`src/hw/sinc_pkg.sv`:
```
// constants for the sinc decimator, clock and power control block
package sinc_pkg;
  // register byte addresses
  localparam logic [7:0] CTRL_ADDR = 8'h00;
  localparam logic [7:0] OFFSET_ADDR = 8'h04;
  localparam logic [7:0] STATUS_ADDR = 8'h08;
  localparam logic [7:0] RESULT_ADDR = 8'h0C;
  localparam logic [7:0] DECIM_ADDR = 8'h10;
  // control field positions
  localparam int STANDBY_BIT = 0;
  localparam int SHUT_BIT = 1;
  localparam int HALV_BIT = 2;
  localparam int PASS_BIT = 3;
  localparam int QUICK_BIT = 4;
  localparam int HOLD_BIT = 5;
  localparam int RATE_BIT = 6;
  localparam int MF_LO = 7;
  localparam int FS_LO = 9;
  localparam int UNI_BIT = 11;
  localparam int SWRST_BIT = 12;
  localparam int CTRL_W = 12;
  localparam logic [CTRL_W-1:0] CTRL_RST = 12'h040;
  localparam logic [3:0] OFFSET_RST = 4'h0;
  // filter datapath
  localparam int ACC_W = 27;
  localparam int N_W = 9;
  localparam int SET_W = 3;
  localparam logic [SET_W-1:0] SINC1_SETTLE = 3'h1;
  localparam logic [SET_W-1:0] SINC3_SYNC_SETTLE = 3'h3;
  localparam logic [SET_W-1:0] SINC3_FREE_SETTLE = 3'h4;
  // modulator divider at the lowest modulator frequency select
  localparam logic [7:0] MOD_DIV_BASE = 8'h80;
  // cutoff over first notch, in thousandths
  localparam int CUTOFF_PER_MILLE = 262;
  // offset steps in tenths of a percent of range
  localparam logic [10:0] UNI_STEP [8] = '{11'h000, 11'h0A7, 11'h14D, 11'h1F4,
                                          11'h29B, 11'h341, 11'h3E8, 11'h48F};
  localparam logic [10:0] BI_STEP [8] = '{11'h000, 11'h053, 11'h0A7, 11'h0FA,
                                         11'h14D, 11'h1A1, 11'h1F4, 11'h247};
  // decimation factor per master rate select and rate select
  localparam logic [N_W-1:0] DECIM_TAB [8] = '{9'h0A0, 9'h085, 9'h01B, 9'h00D,
                                              9'h180, 9'h140, 9'h040, 9'h020};
endpackage : sinc_pkg

```
`src/hw/sinc_core.sv`:
```
// cascaded integrator comb core for the first and third order sinc
`timescale 1ns/1ps
`default_nettype none
module sinc_core
  import sinc_pkg::*;
(
  // clock and reset
  input wire logic clk,
  input wire logic rst_n,
  // control
  input wire logic clear,
  input wire logic sample_en,
  input wire logic dump,
  input wire logic order3,
  input wire logic bit_in,
  // result
  output logic [ACC_W-1:0] word_ff,
  output logic word_stb_ff
);
  logic [ACC_W-1:0] integ_ff [3];
  logic [ACC_W-1:0] comb_in [4];
  logic [ACC_W-1:0] comb_dly_ff [3];

  // a stream bit counts as one or zero; modulo wrap is harmless in the combs
  assign comb_in[0] = order3 ? integ_ff[2] : integ_ff[0];
  genvar g;
  generate
    for (g = 0; g < 3; g++) begin : g_stage
      always_ff @(posedge clk or negedge rst_n) begin
        if (!rst_n) begin
          integ_ff[g] <= '0;
          comb_dly_ff[g] <= '0;
        end else if (clear) begin
          integ_ff[g] <= '0;
          comb_dly_ff[g] <= '0;
        end else begin
          if (sample_en) begin
            if (g == 0) begin
              integ_ff[g] <= integ_ff[g] + {{(ACC_W-1){1'b0}}, bit_in};
            end else begin
              integ_ff[g] <= integ_ff[g] + integ_ff[g-1];
            end
          end
          if (dump) begin
            comb_dly_ff[g] <= comb_in[g];
          end
        end
      end
      assign comb_in[g+1] = comb_in[g] - comb_dly_ff[g];
    end
  endgenerate

  always_ff @(posedge clk or negedge rst_n) begin
    if (!rst_n) begin
      word_ff <= '0;
      word_stb_ff <= 1'b0;
    end else begin
      word_stb_ff <= dump & ~clear;
      if (dump & ~clear) begin
        word_ff <= order3 ? comb_in[3] : comb_in[1];
      end
    end
  end
endmodule : sinc_core
`default_nettype wire

```
`src/hw/sinc_decimator_ctrl.sv`:
```
// apb-controlled sinc decimator with clock prescaler and power control
//
// The APB register port and the address map were chosen for this implementation.
`timescale 1ns/1ps
`default_nettype none
module sinc_decimator_ctrl
  import sinc_pkg::*;
(
  // apb slave
  input wire logic pclk,
  input wire logic presetn,
  input wire logic psel,
  input wire logic penable,
  input wire logic pwrite,
  input wire logic [7:0] paddr,
  input wire logic [31:0] pwdata,
  output logic [31:0] prdata,
  output logic pready,
  output logic pslverr,
  // oscillator and modulator side
  input wire logic oscillator_input,
  input wire logic mod_bit,
  output logic oscillator_enable,
  output logic analog_power_en,
  // offset dac
  output logic [2:0] offset_dac_mag,
  output logic offset_dac_neg,
  output logic offset_dac_connect,
  output logic [10:0] offset_shift_tenths,
  // serial side
  input wire logic serial_shift_bit,
  output logic serial_data_out,
  output logic result_valid
);
  ////////////////////////////////////////////////////////////////////////////
  logic [CTRL_W-1:0] ctrl_ff;
  logic [3:0] offset_ff;
  logic [ACC_W-1:0] result_ff;
  logic data_ready_ff;
  logic [SET_W-1:0] settle_cnt_ff;
  logic [SET_W-1:0] settle_tgt_ff;
  logic soft_rst_ff;
  logic wr_en;
  logic rd_en;
  logic ctrl_wr;
  logic [CTRL_W-1:0] nxt_ctrl;
  logic rate_change;
  logic result_rd;
  logic [2:0] osc_sync_ff;
  logic [1:0] mod_sync_ff;
  logic osc_rise;
  logic half_ff;
  logic int_tick;
  logic [7:0] mod_div_ff;
  logic [7:0] mod_div_end;
  logic mod_tick;
  logic [N_W-1:0] decim_cnt_ff;
  logic [N_W-1:0] decim_n;
  logic run;
  logic filt_clear;
  logic dump;
  logic [ACC_W-1:0] word;
  logic word_stb;
  logic standby_exit;
  logic settled;

  wire standby_request = ctrl_ff[STANDBY_BIT];
  wire full_shutdown = ctrl_ff[SHUT_BIT];
  wire input_halver_enable = ctrl_ff[HALV_BIT];
  wire modulator_passthrough = ctrl_ff[PASS_BIT];
  wire quick_settle = ctrl_ff[QUICK_BIT];
  wire filter_sync_hold = ctrl_ff[HOLD_BIT];
  wire master_rate_sel = ctrl_ff[RATE_BIT];
  wire modulator_freq_sel_lo = ctrl_ff[MF_LO];
  wire modulator_freq_sel_hi = ctrl_ff[MF_LO+1];
  wire rate_select_lo = ctrl_ff[FS_LO];
  wire rate_select_hi = ctrl_ff[FS_LO+1];
  wire unipolar = ctrl_ff[UNI_BIT];

  function automatic logic [10:0] offset_step(input logic uni, input logic [2:0] mag);
    offset_step = uni ? UNI_STEP[mag] : BI_STEP[mag];
  endfunction : offset_step

  ////////////////////////////////////////////////////////////////////////////
  // apb decode; zero wait states, so every access ends in its first access cycle
  assign pready = 1'b1;
  assign wr_en = psel & penable & pwrite;
  assign rd_en = psel & penable & ~pwrite;
  assign ctrl_wr = wr_en && (paddr == CTRL_ADDR);
  assign result_rd = rd_en && (paddr == RESULT_ADDR);
  assign nxt_ctrl = pwdata[CTRL_W-1:0];
  // a new rate setting restarts the filter from a clean state
  assign rate_change = ctrl_wr && ((nxt_ctrl[FS_LO+1:FS_LO] != ctrl_ff[FS_LO+1:FS_LO]) ||
                                   (nxt_ctrl[MF_LO+1:MF_LO] != ctrl_ff[MF_LO+1:MF_LO]) ||
                                   (nxt_ctrl[RATE_BIT] != ctrl_ff[RATE_BIT]) ||
                                   (nxt_ctrl[HALV_BIT] != ctrl_ff[HALV_BIT]));

  always_comb begin
    pslverr = 1'b0;
    prdata = 32'h0000_0000;
    if (paddr == CTRL_ADDR) begin
      prdata[CTRL_W-1:0] = ctrl_ff;
    end else if (paddr == OFFSET_ADDR) begin
      prdata[3:0] = offset_ff;
    end else if (paddr == STATUS_ADDR) begin
      prdata[5:0] = {settle_cnt_ff, settled, data_ready_ff, ~analog_power_en};
    end else if (paddr == RESULT_ADDR) begin
      prdata[ACC_W-1:0] = result_ff;
    end else if (paddr == DECIM_ADDR) begin
      prdata[N_W-1:0] = decim_n;
    end else begin
      pslverr = psel & penable;
    end
  end

  // software reset returns the registers, filter and result to their reset state one cycle later
  always_ff @(posedge pclk or negedge presetn) begin
    if (!presetn) begin
      soft_rst_ff <= 1'b0;
    end else begin
      soft_rst_ff <= ctrl_wr & pwdata[SWRST_BIT];
    end
  end

  always_ff @(posedge pclk or negedge presetn) begin
    if (!presetn) begin
      ctrl_ff <= CTRL_RST;
      offset_ff <= OFFSET_RST;
    end else if (soft_rst_ff) begin
      ctrl_ff <= CTRL_RST;
      offset_ff <= OFFSET_RST;
    end else begin
      if (ctrl_wr) begin
        ctrl_ff <= nxt_ctrl;
      end
      if (wr_en && (paddr == OFFSET_ADDR)) begin
        offset_ff <= pwdata[3:0];
      end
    end
  end

  ////////////////////////////////////////////////////////////////////////////
  // offset dac code
  assign offset_dac_mag = offset_ff[2:0];
  assign offset_dac_neg = offset_ff[3];
  // a signed zero is still zero, so only the magnitude decides
  assign offset_dac_connect = (offset_ff[2:0] != 3'h0);
  // tables step 16.7 or 8.3 percent, rounded so full scale hits 116.7 or 58.3
  always_ff @(posedge pclk or negedge presetn) begin
    if (!presetn) begin
      offset_shift_tenths <= 11'h000;
    end else begin
      offset_shift_tenths <= offset_step(unipolar, offset_ff[2:0]);
    end
  end

  ////////////////////////////////////////////////////////////////////////////
  // power control
  always_ff @(posedge pclk or negedge presetn) begin
    if (!presetn) begin
      oscillator_enable <= 1'b1;
      analog_power_en <= 1'b1;
    end else begin
      oscillator_enable <= ~full_shutdown;
      analog_power_en <= ~(standby_request | full_shutdown);
    end
  end
  // leaving standby is not synchronized to the input, so third order settle takes longer
  assign standby_exit = analog_power_en & ~oscillator_enable ? 1'b0 :
                        (~analog_power_en & ~(standby_request | full_shutdown));

  ////////////////////////////////////////////////////////////////////////////
  // oscillator and modulator stream crossing
  always_ff @(posedge pclk or negedge presetn) begin
    if (!presetn) begin
      osc_sync_ff <= 3'h0;
      mod_sync_ff <= 2'h0;
    end else begin
      osc_sync_ff <= {osc_sync_ff[1:0], oscillator_input};
      mod_sync_ff <= {mod_sync_ff[0], mod_bit};
    end
  end
  assign osc_rise = osc_sync_ff[1] & ~osc_sync_ff[2];

  // halver keeps 50 percent duty by taking every second rising edge
  always_ff @(posedge pclk or negedge presetn) begin
    if (!presetn) begin
      half_ff <= 1'b0;
    end else if (!input_halver_enable) begin
      half_ff <= 1'b0;
    end else if (osc_rise) begin
      half_ff <= ~half_ff;
    end
  end
  assign int_tick = osc_rise & (~input_halver_enable | half_ff);

  // standby and shutdown stop the filter; hold halts measurement
  assign run = analog_power_en & ~filter_sync_hold;
  assign filt_clear = soft_rst_ff | rate_change | filter_sync_hold;

  assign mod_div_end = (MOD_DIV_BASE >> {modulator_freq_sel_hi, modulator_freq_sel_lo}) - 8'h01;
  always_ff @(posedge pclk or negedge presetn) begin
    if (!presetn) begin
      mod_div_ff <= 8'h00;
    end else if (filt_clear || !run) begin
      mod_div_ff <= 8'h00;
    end else if (int_tick) begin
      mod_div_ff <= (mod_div_ff >= mod_div_end) ? 8'h00 : mod_div_ff + 8'h01;
    end
  end
  assign mod_tick = run & ~filt_clear & int_tick & (mod_div_ff >= mod_div_end);

  ////////////////////////////////////////////////////////////////////////////
  // decimation counter: one word per n modulator bits
  assign decim_n = DECIM_TAB[{master_rate_sel, rate_select_hi, rate_select_lo}];
  always_ff @(posedge pclk or negedge presetn) begin
    if (!presetn) begin
      decim_cnt_ff <= '0;
    end else if (filt_clear) begin
      decim_cnt_ff <= '0;
    end else if (mod_tick) begin
      decim_cnt_ff <= (decim_cnt_ff >= decim_n - 9'h001) ? '0 : decim_cnt_ff + 9'h001;
    end
  end
  // word period equals the first notch, so notches fall at its multiples
  assign dump = mod_tick & (decim_cnt_ff >= decim_n - 9'h001);

  sinc_core u_core (
    .clk(pclk),
    .rst_n(presetn),
    .clear(filt_clear),
    .sample_en(mod_tick),
    .dump(dump),
    .order3(~quick_settle),
    .bit_in(mod_sync_ff[1]),
    .word_ff(word),
    .word_stb_ff(word_stb)
  );

  ////////////////////////////////////////////////////////////////////////////
  // settling: count words since the last disturbance
  always_ff @(posedge pclk or negedge presetn) begin
    if (!presetn) begin
      settle_cnt_ff <= '0;
      settle_tgt_ff <= SINC3_SYNC_SETTLE;
    end else if (filt_clear) begin
      settle_cnt_ff <= '0;
      settle_tgt_ff <= (ctrl_wr ? nxt_ctrl[QUICK_BIT] : quick_settle) ? SINC1_SETTLE : SINC3_SYNC_SETTLE;
    end else if (ctrl_wr && (nxt_ctrl[QUICK_BIT] != quick_settle)) begin
      settle_cnt_ff <= '0;
      settle_tgt_ff <= nxt_ctrl[QUICK_BIT] ? SINC1_SETTLE : SINC3_SYNC_SETTLE;
    end else if (standby_exit) begin
      settle_cnt_ff <= '0;
      settle_tgt_ff <= quick_settle ? SINC1_SETTLE : SINC3_FREE_SETTLE;
    end else if (word_stb && (settle_cnt_ff < SINC3_FREE_SETTLE)) begin
      settle_cnt_ff <= settle_cnt_ff + 3'h1;
    end
  end
  assign settled = (settle_cnt_ff >= settle_tgt_ff);

  // result register; holding sync stops new words, so the host reads a stable value
  always_ff @(posedge pclk or negedge presetn) begin
    if (!presetn) begin
      result_ff <= '0;
    end else if (soft_rst_ff) begin
      result_ff <= '0;
    end else if (word_stb) begin
      result_ff <= word;
    end
  end

  // a new settled word beats a read in the same cycle; disturbances drop it at once
  always_ff @(posedge pclk or negedge presetn) begin
    if (!presetn) begin
      data_ready_ff <= 1'b0;
    end else if (!settled || filt_clear) begin
      data_ready_ff <= 1'b0;
    end else if (word_stb) begin
      data_ready_ff <= 1'b1;
    end else if (result_rd) begin
      data_ready_ff <= 1'b0;
    end
  end
  assign result_valid = data_ready_ff & settled;

  ////////////////////////////////////////////////////////////////////////////
  // serial output: raw stream when the filter is bypassed
  always_ff @(posedge pclk or negedge presetn) begin
    if (!presetn) begin
      serial_data_out <= 1'b0;
    end else begin
      serial_data_out <= modulator_passthrough ? mod_sync_ff[1] : serial_shift_bit;
    end
  end
endmodule : sinc_decimator_ctrl
`default_nettype wire

```
`config.mk`:
```
export PLATFORM = sky130hd
export DESIGN_NAME = sinc_decimator_ctrl
export DESIGN_NICKNAME = d
export VERILOG_FILES = /design/src/hw/sinc_pkg.sv /design/src/hw/sinc_core.sv /design/src/hw/sinc_decimator_ctrl.sv
export SDC_FILE = /design/constraint.sdc
export NUM_CORES = 1
export LEC_CHECK = 0
export BUFFER_PORTS_ARGS = -buffer_cell sky130_fd_sc_hd__buf_2
export CORE_ASPECT_RATIO = 2
export CORE_UTILIZATION = 40
export CTS_CLUSTER_SIZE = 40
export DETAILED_ROUTE_END_ITERATION = 8
export PLACE_DENSITY = 0.67
export SLEW_MARGIN = 25
export SYNTH_ARGS = -nofsm -noshare
export SYNTH_HDL_FRONTEND = slang
export SYNTH_SLANG_ARGS = --single-unit
```
`constraint.sdc`:
```
create_clock -name pclk -period 7.64 [get_ports pclk]
set_clock_uncertainty 0.1 [all_clocks]
set_input_delay 1.91 -clock pclk [delete_from_list [all_inputs] [get_ports pclk]]
set_output_delay 1.91 -clock pclk [all_outputs]
set_load 0.05 [all_outputs]
```
==> results_dict.tcl <==
set metrics [dict create \
    status "finished clean" \
    setup_slack_ps 546 \
    io_buffers 76 \
    relSlewSlack 0.388 \
    drv_slew 0 \
    drive_above_1_share 0.0950 \
    crit_path_end_kind "flop" \
    cp_slowest_cell "a2111oi_1" \
    grt_pass1_wl_mm 81.7 \
    ys_seq_area_frac 0.359 \
    nets 2489 \
    grt-ovfl-total 0 \
    crit_buf_inv 1 \
    reg2reg_slack_ps 550 \
    cts_root_buf "clkbuf_16" \
    wl_per_cell_um 17.3 \
    path_class "flop to flop" \
    reg2reg_from "ctrl_ff[4]" \
    tns_ps 0 \
    synth_area_per_cell_um2 8.63 \
    yosysTopAreaCellShare 0.353 \
    cap_viol_max_count 0 \
    antenna_found_initial 0 \
    cp.required_ps 7970 \
    die_y_um 313 \
    final_common_cell "nand2_1" \
    io_pins 102 \
    place_hpwl_mm 37.3 \
    insertion_delay_ps 560 \
    fin_area_mm2 0.0212 \
    drt_iter0_drc 835 \
    final_core_util 0.446 \
    core_area_mm2 0.0476 \
    dp_slack_ps 574 \
    fin_crit_ps 7090 \
    fp-row-count 113 \
    cts_tree "yes" \
    drc 0 \
    viasPerCell 5.59 \
    ys_types 93 \
    worstMarginPinSlew_ps 915 \
    placed_area_mm2 0.0203 \
    grtUsageTotal 0.208 \
    final_cell_mix "nand2_1 (273), dfrtp_1 (272), a21oi_1 (188), nor2_1 (183), ha_1 (161)" \
    grt_pass1_vias 16400 \
    path_clk_slew_ps 70 \
    path_max_fanout 10 \
    timing.rr.end "u_core.word_ff[26]" \
    hp-start "osc_sync_ff[0]" \
    path_common_cell "a21oi_1" \
    num_vias 16400 \
    synth_ff_type "dfrtp_1" \
    yosysWarningCount 0 \
    synthArstFlopShare 1.00 \
    firstDrtPassIters 5 \
    synth_edf_count 0 \
    numCtsBuffers 26 \
    fin_crit_sh 0.929 \
    hold_depth 0 \
    die-area_mm2 0.0494 \
    ff2ff_path_depth 26 \
    wirelength_mm 50.5 \
    critPathLaunchType "flop" \
    start_util 0.407 \
    finalWeightedCongestion 0.925 \
    area.growth.synth_to_final_pct 9.58 \
    setup_violations 0 \
    hold_violations 0 \
    yosys-top-cells-area "dfrtp_1 (35%), ha_1 (10%), nand2_1 (5.3%)" \
    max_stage_delay_ps 560 \
    htree_levels 1 \
    rsz0062_at_grt "no" \
    grt_max_degree 149 \
    syn_inst 2245 \
    insertedDiodeCount 0 \
    ant_nets 0 \
    hold_class "flop to flop" \
    power.leakage_uw 0.0100 \
    peakVddDrop_mv 0.317 \
    crit_arrival_ps 7430 \
    die_w_um 158 \
    p_per_area_mw_per_mm2 459 \
    fill_cells 4624 \
    min_to "osc_sync_ff[1]" \
    synth_top_area_cell "dfrtp_1" \
    clock-sinks 278 \
    postCtsSetupRepairBufs 0 \
    ys_seq_elements 278 \
    cts.path.max_buffers 3 \
    syn_area_mm2 0.0194 \
    fmax_ghz 0.141 \
    critPathTopFamily "compound AO/OA/AOI/OAI gates" \
]
==> Yosys cell counts, types with 22 or more instances <==
library cell,count
nor2_1,183
ha_1,161
and2_1,29
xor2_1,68
a21o_1,50
xnor2_1,69
mux2_2,28
o21ai_0,144
nand2b_1,35
dfrtp_1,273
a21oi_1,188
clkbuf_1,68
o31ai_1,71
nand3_1,54
and3_1,25
inv_1,138
nand2_1,274
o21bai_1,22
mux2i_1,48
nor3_1,34
==> power breakdown <==
part           internal, uW  switching, uW  leakage (uW)
combinational          2630           3950       0.00614
sequential             1670            125       0.00344
clock                   768            605      0.000435
==> sequential cells by signal, summed over array words and instances, names as in the netlist <==
| register | flops |
|---|---|
| settle_cnt_ff | 3 |
| half_ff | 1 |
| u_core.word_ff | 27 |
| u_core.comb_dly_ff | 81 |
| analog_power_en | 1 |
| mod_div_ff | 8 |
| offset_ff | 4 |
| result_ff | 27 |
| soft_rst_ff | 1 |
| u_core.integ_ff | 81 |
| ctrl_ff | 12 |
| decim_cnt_ff | 9 |
| settle_tgt_ff | 3 |
| oscillator_enable | 1 |
| serial_data_out | 1 |
| osc_sync_ff | 3 |
| data_ready_ff | 1 |
| offset_shift_tenths | 11 |
| u_core.word_stb_ff | 1 |
| mod_sync_ff | 2 |
==> stage by stage <==
step	total power [uW]	hold slack, ps	cells
2_1_floorplan	6620	231	2249
4_1_cts	9750	256	2926
5_1_grt	10500	276	2927
3_3_place_gp	8240	235	2878
3_5_place_dp	8310	244	2878
6_report	9750	257	2927
==> metal layers <==
layer | vias up | share of wire | GRT usage
met1 | 7915 | 0.37 | 0.212
met5 | - | 0 | 0
li1 | 7949 | - | -
met3 | 150 | 0.022 | 0.0156
met2 | 342 | 0.54 | 0.395
met4 | 0 | 0.067 | 0.136
==> what timing repair did <==
item / 4_1_cts / 5_1_grt
resized for setup: 0 / 1
hold buffers: 0 / 0
endpoints found under the setup margin: 0 / 1
endpoints found under the hold margin: 0 / 0
==> how the worst max path moves through the flow <==
stage,from,to,depth (start not counted),slack [ps]
after floorplan,ctrl_ff[4],u_core.word_ff[26],34,1020
after global placement,ctrl_ff[4],u_core.word_ff[26],28,590
after detailed placement,ctrl_ff[4],u_core.word_ff[26],29,570
after CTS,ctrl_ff[4],u_core.word_ff[26],28,540
after global routing,ctrl_ff[4],u_core.word_ff[25],31,40
final,ctrl_ff[4],u_core.word_ff[26],26,550
==> area by class of cell <==
type                            count  area, um^2  area share
Clock buffer                       34         722      0.0340
Timing Repair Buffer               99         599      0.0282
Clock inverter                     14         148     0.00695
Tap cell                          632         791      0.0372
Multi-Input combinational cell   1731       11500       0.541
Inverter                          139         524      0.0247
Sequential cell                   278        6960       0.328
==> logic make-up (layout without fill, tap and decap cells) <==
group                      count (synthesis)  after routing  synth area share
xor gates and xnor gates                 138            138            0.0632
muxes                                     76             76            0.0411
AOI/OAI and AO/OA                        625            625             0.205
buffers and inverters                    240            286            0.0502
adders and majority gates                166            166             0.109
other                                      2              6          0.000388
DFF                                      278            278             0.359
and+or+nand+nor                          720            720             0.172
==> worst reg2reg max path: cells and delay by family (launching register included) <==
| kind | cells | cell delay (ps) |
|---|---|---|
| adder cells (fa/ha/maj) | 3 | 990 |
| multiplexers | 1 | 360 |
| buffers and inverters | 1 | 80 |
| flip-flops | 1 | 520 |
| AO/OA/AOI/OAI | 12 | 3240 |
| XOR/XNOR | 3 | 680 |
| AND/OR/NAND/NOR | 6 | 1020 |
No activity file was read; power rests on OpenSTA's default activity.
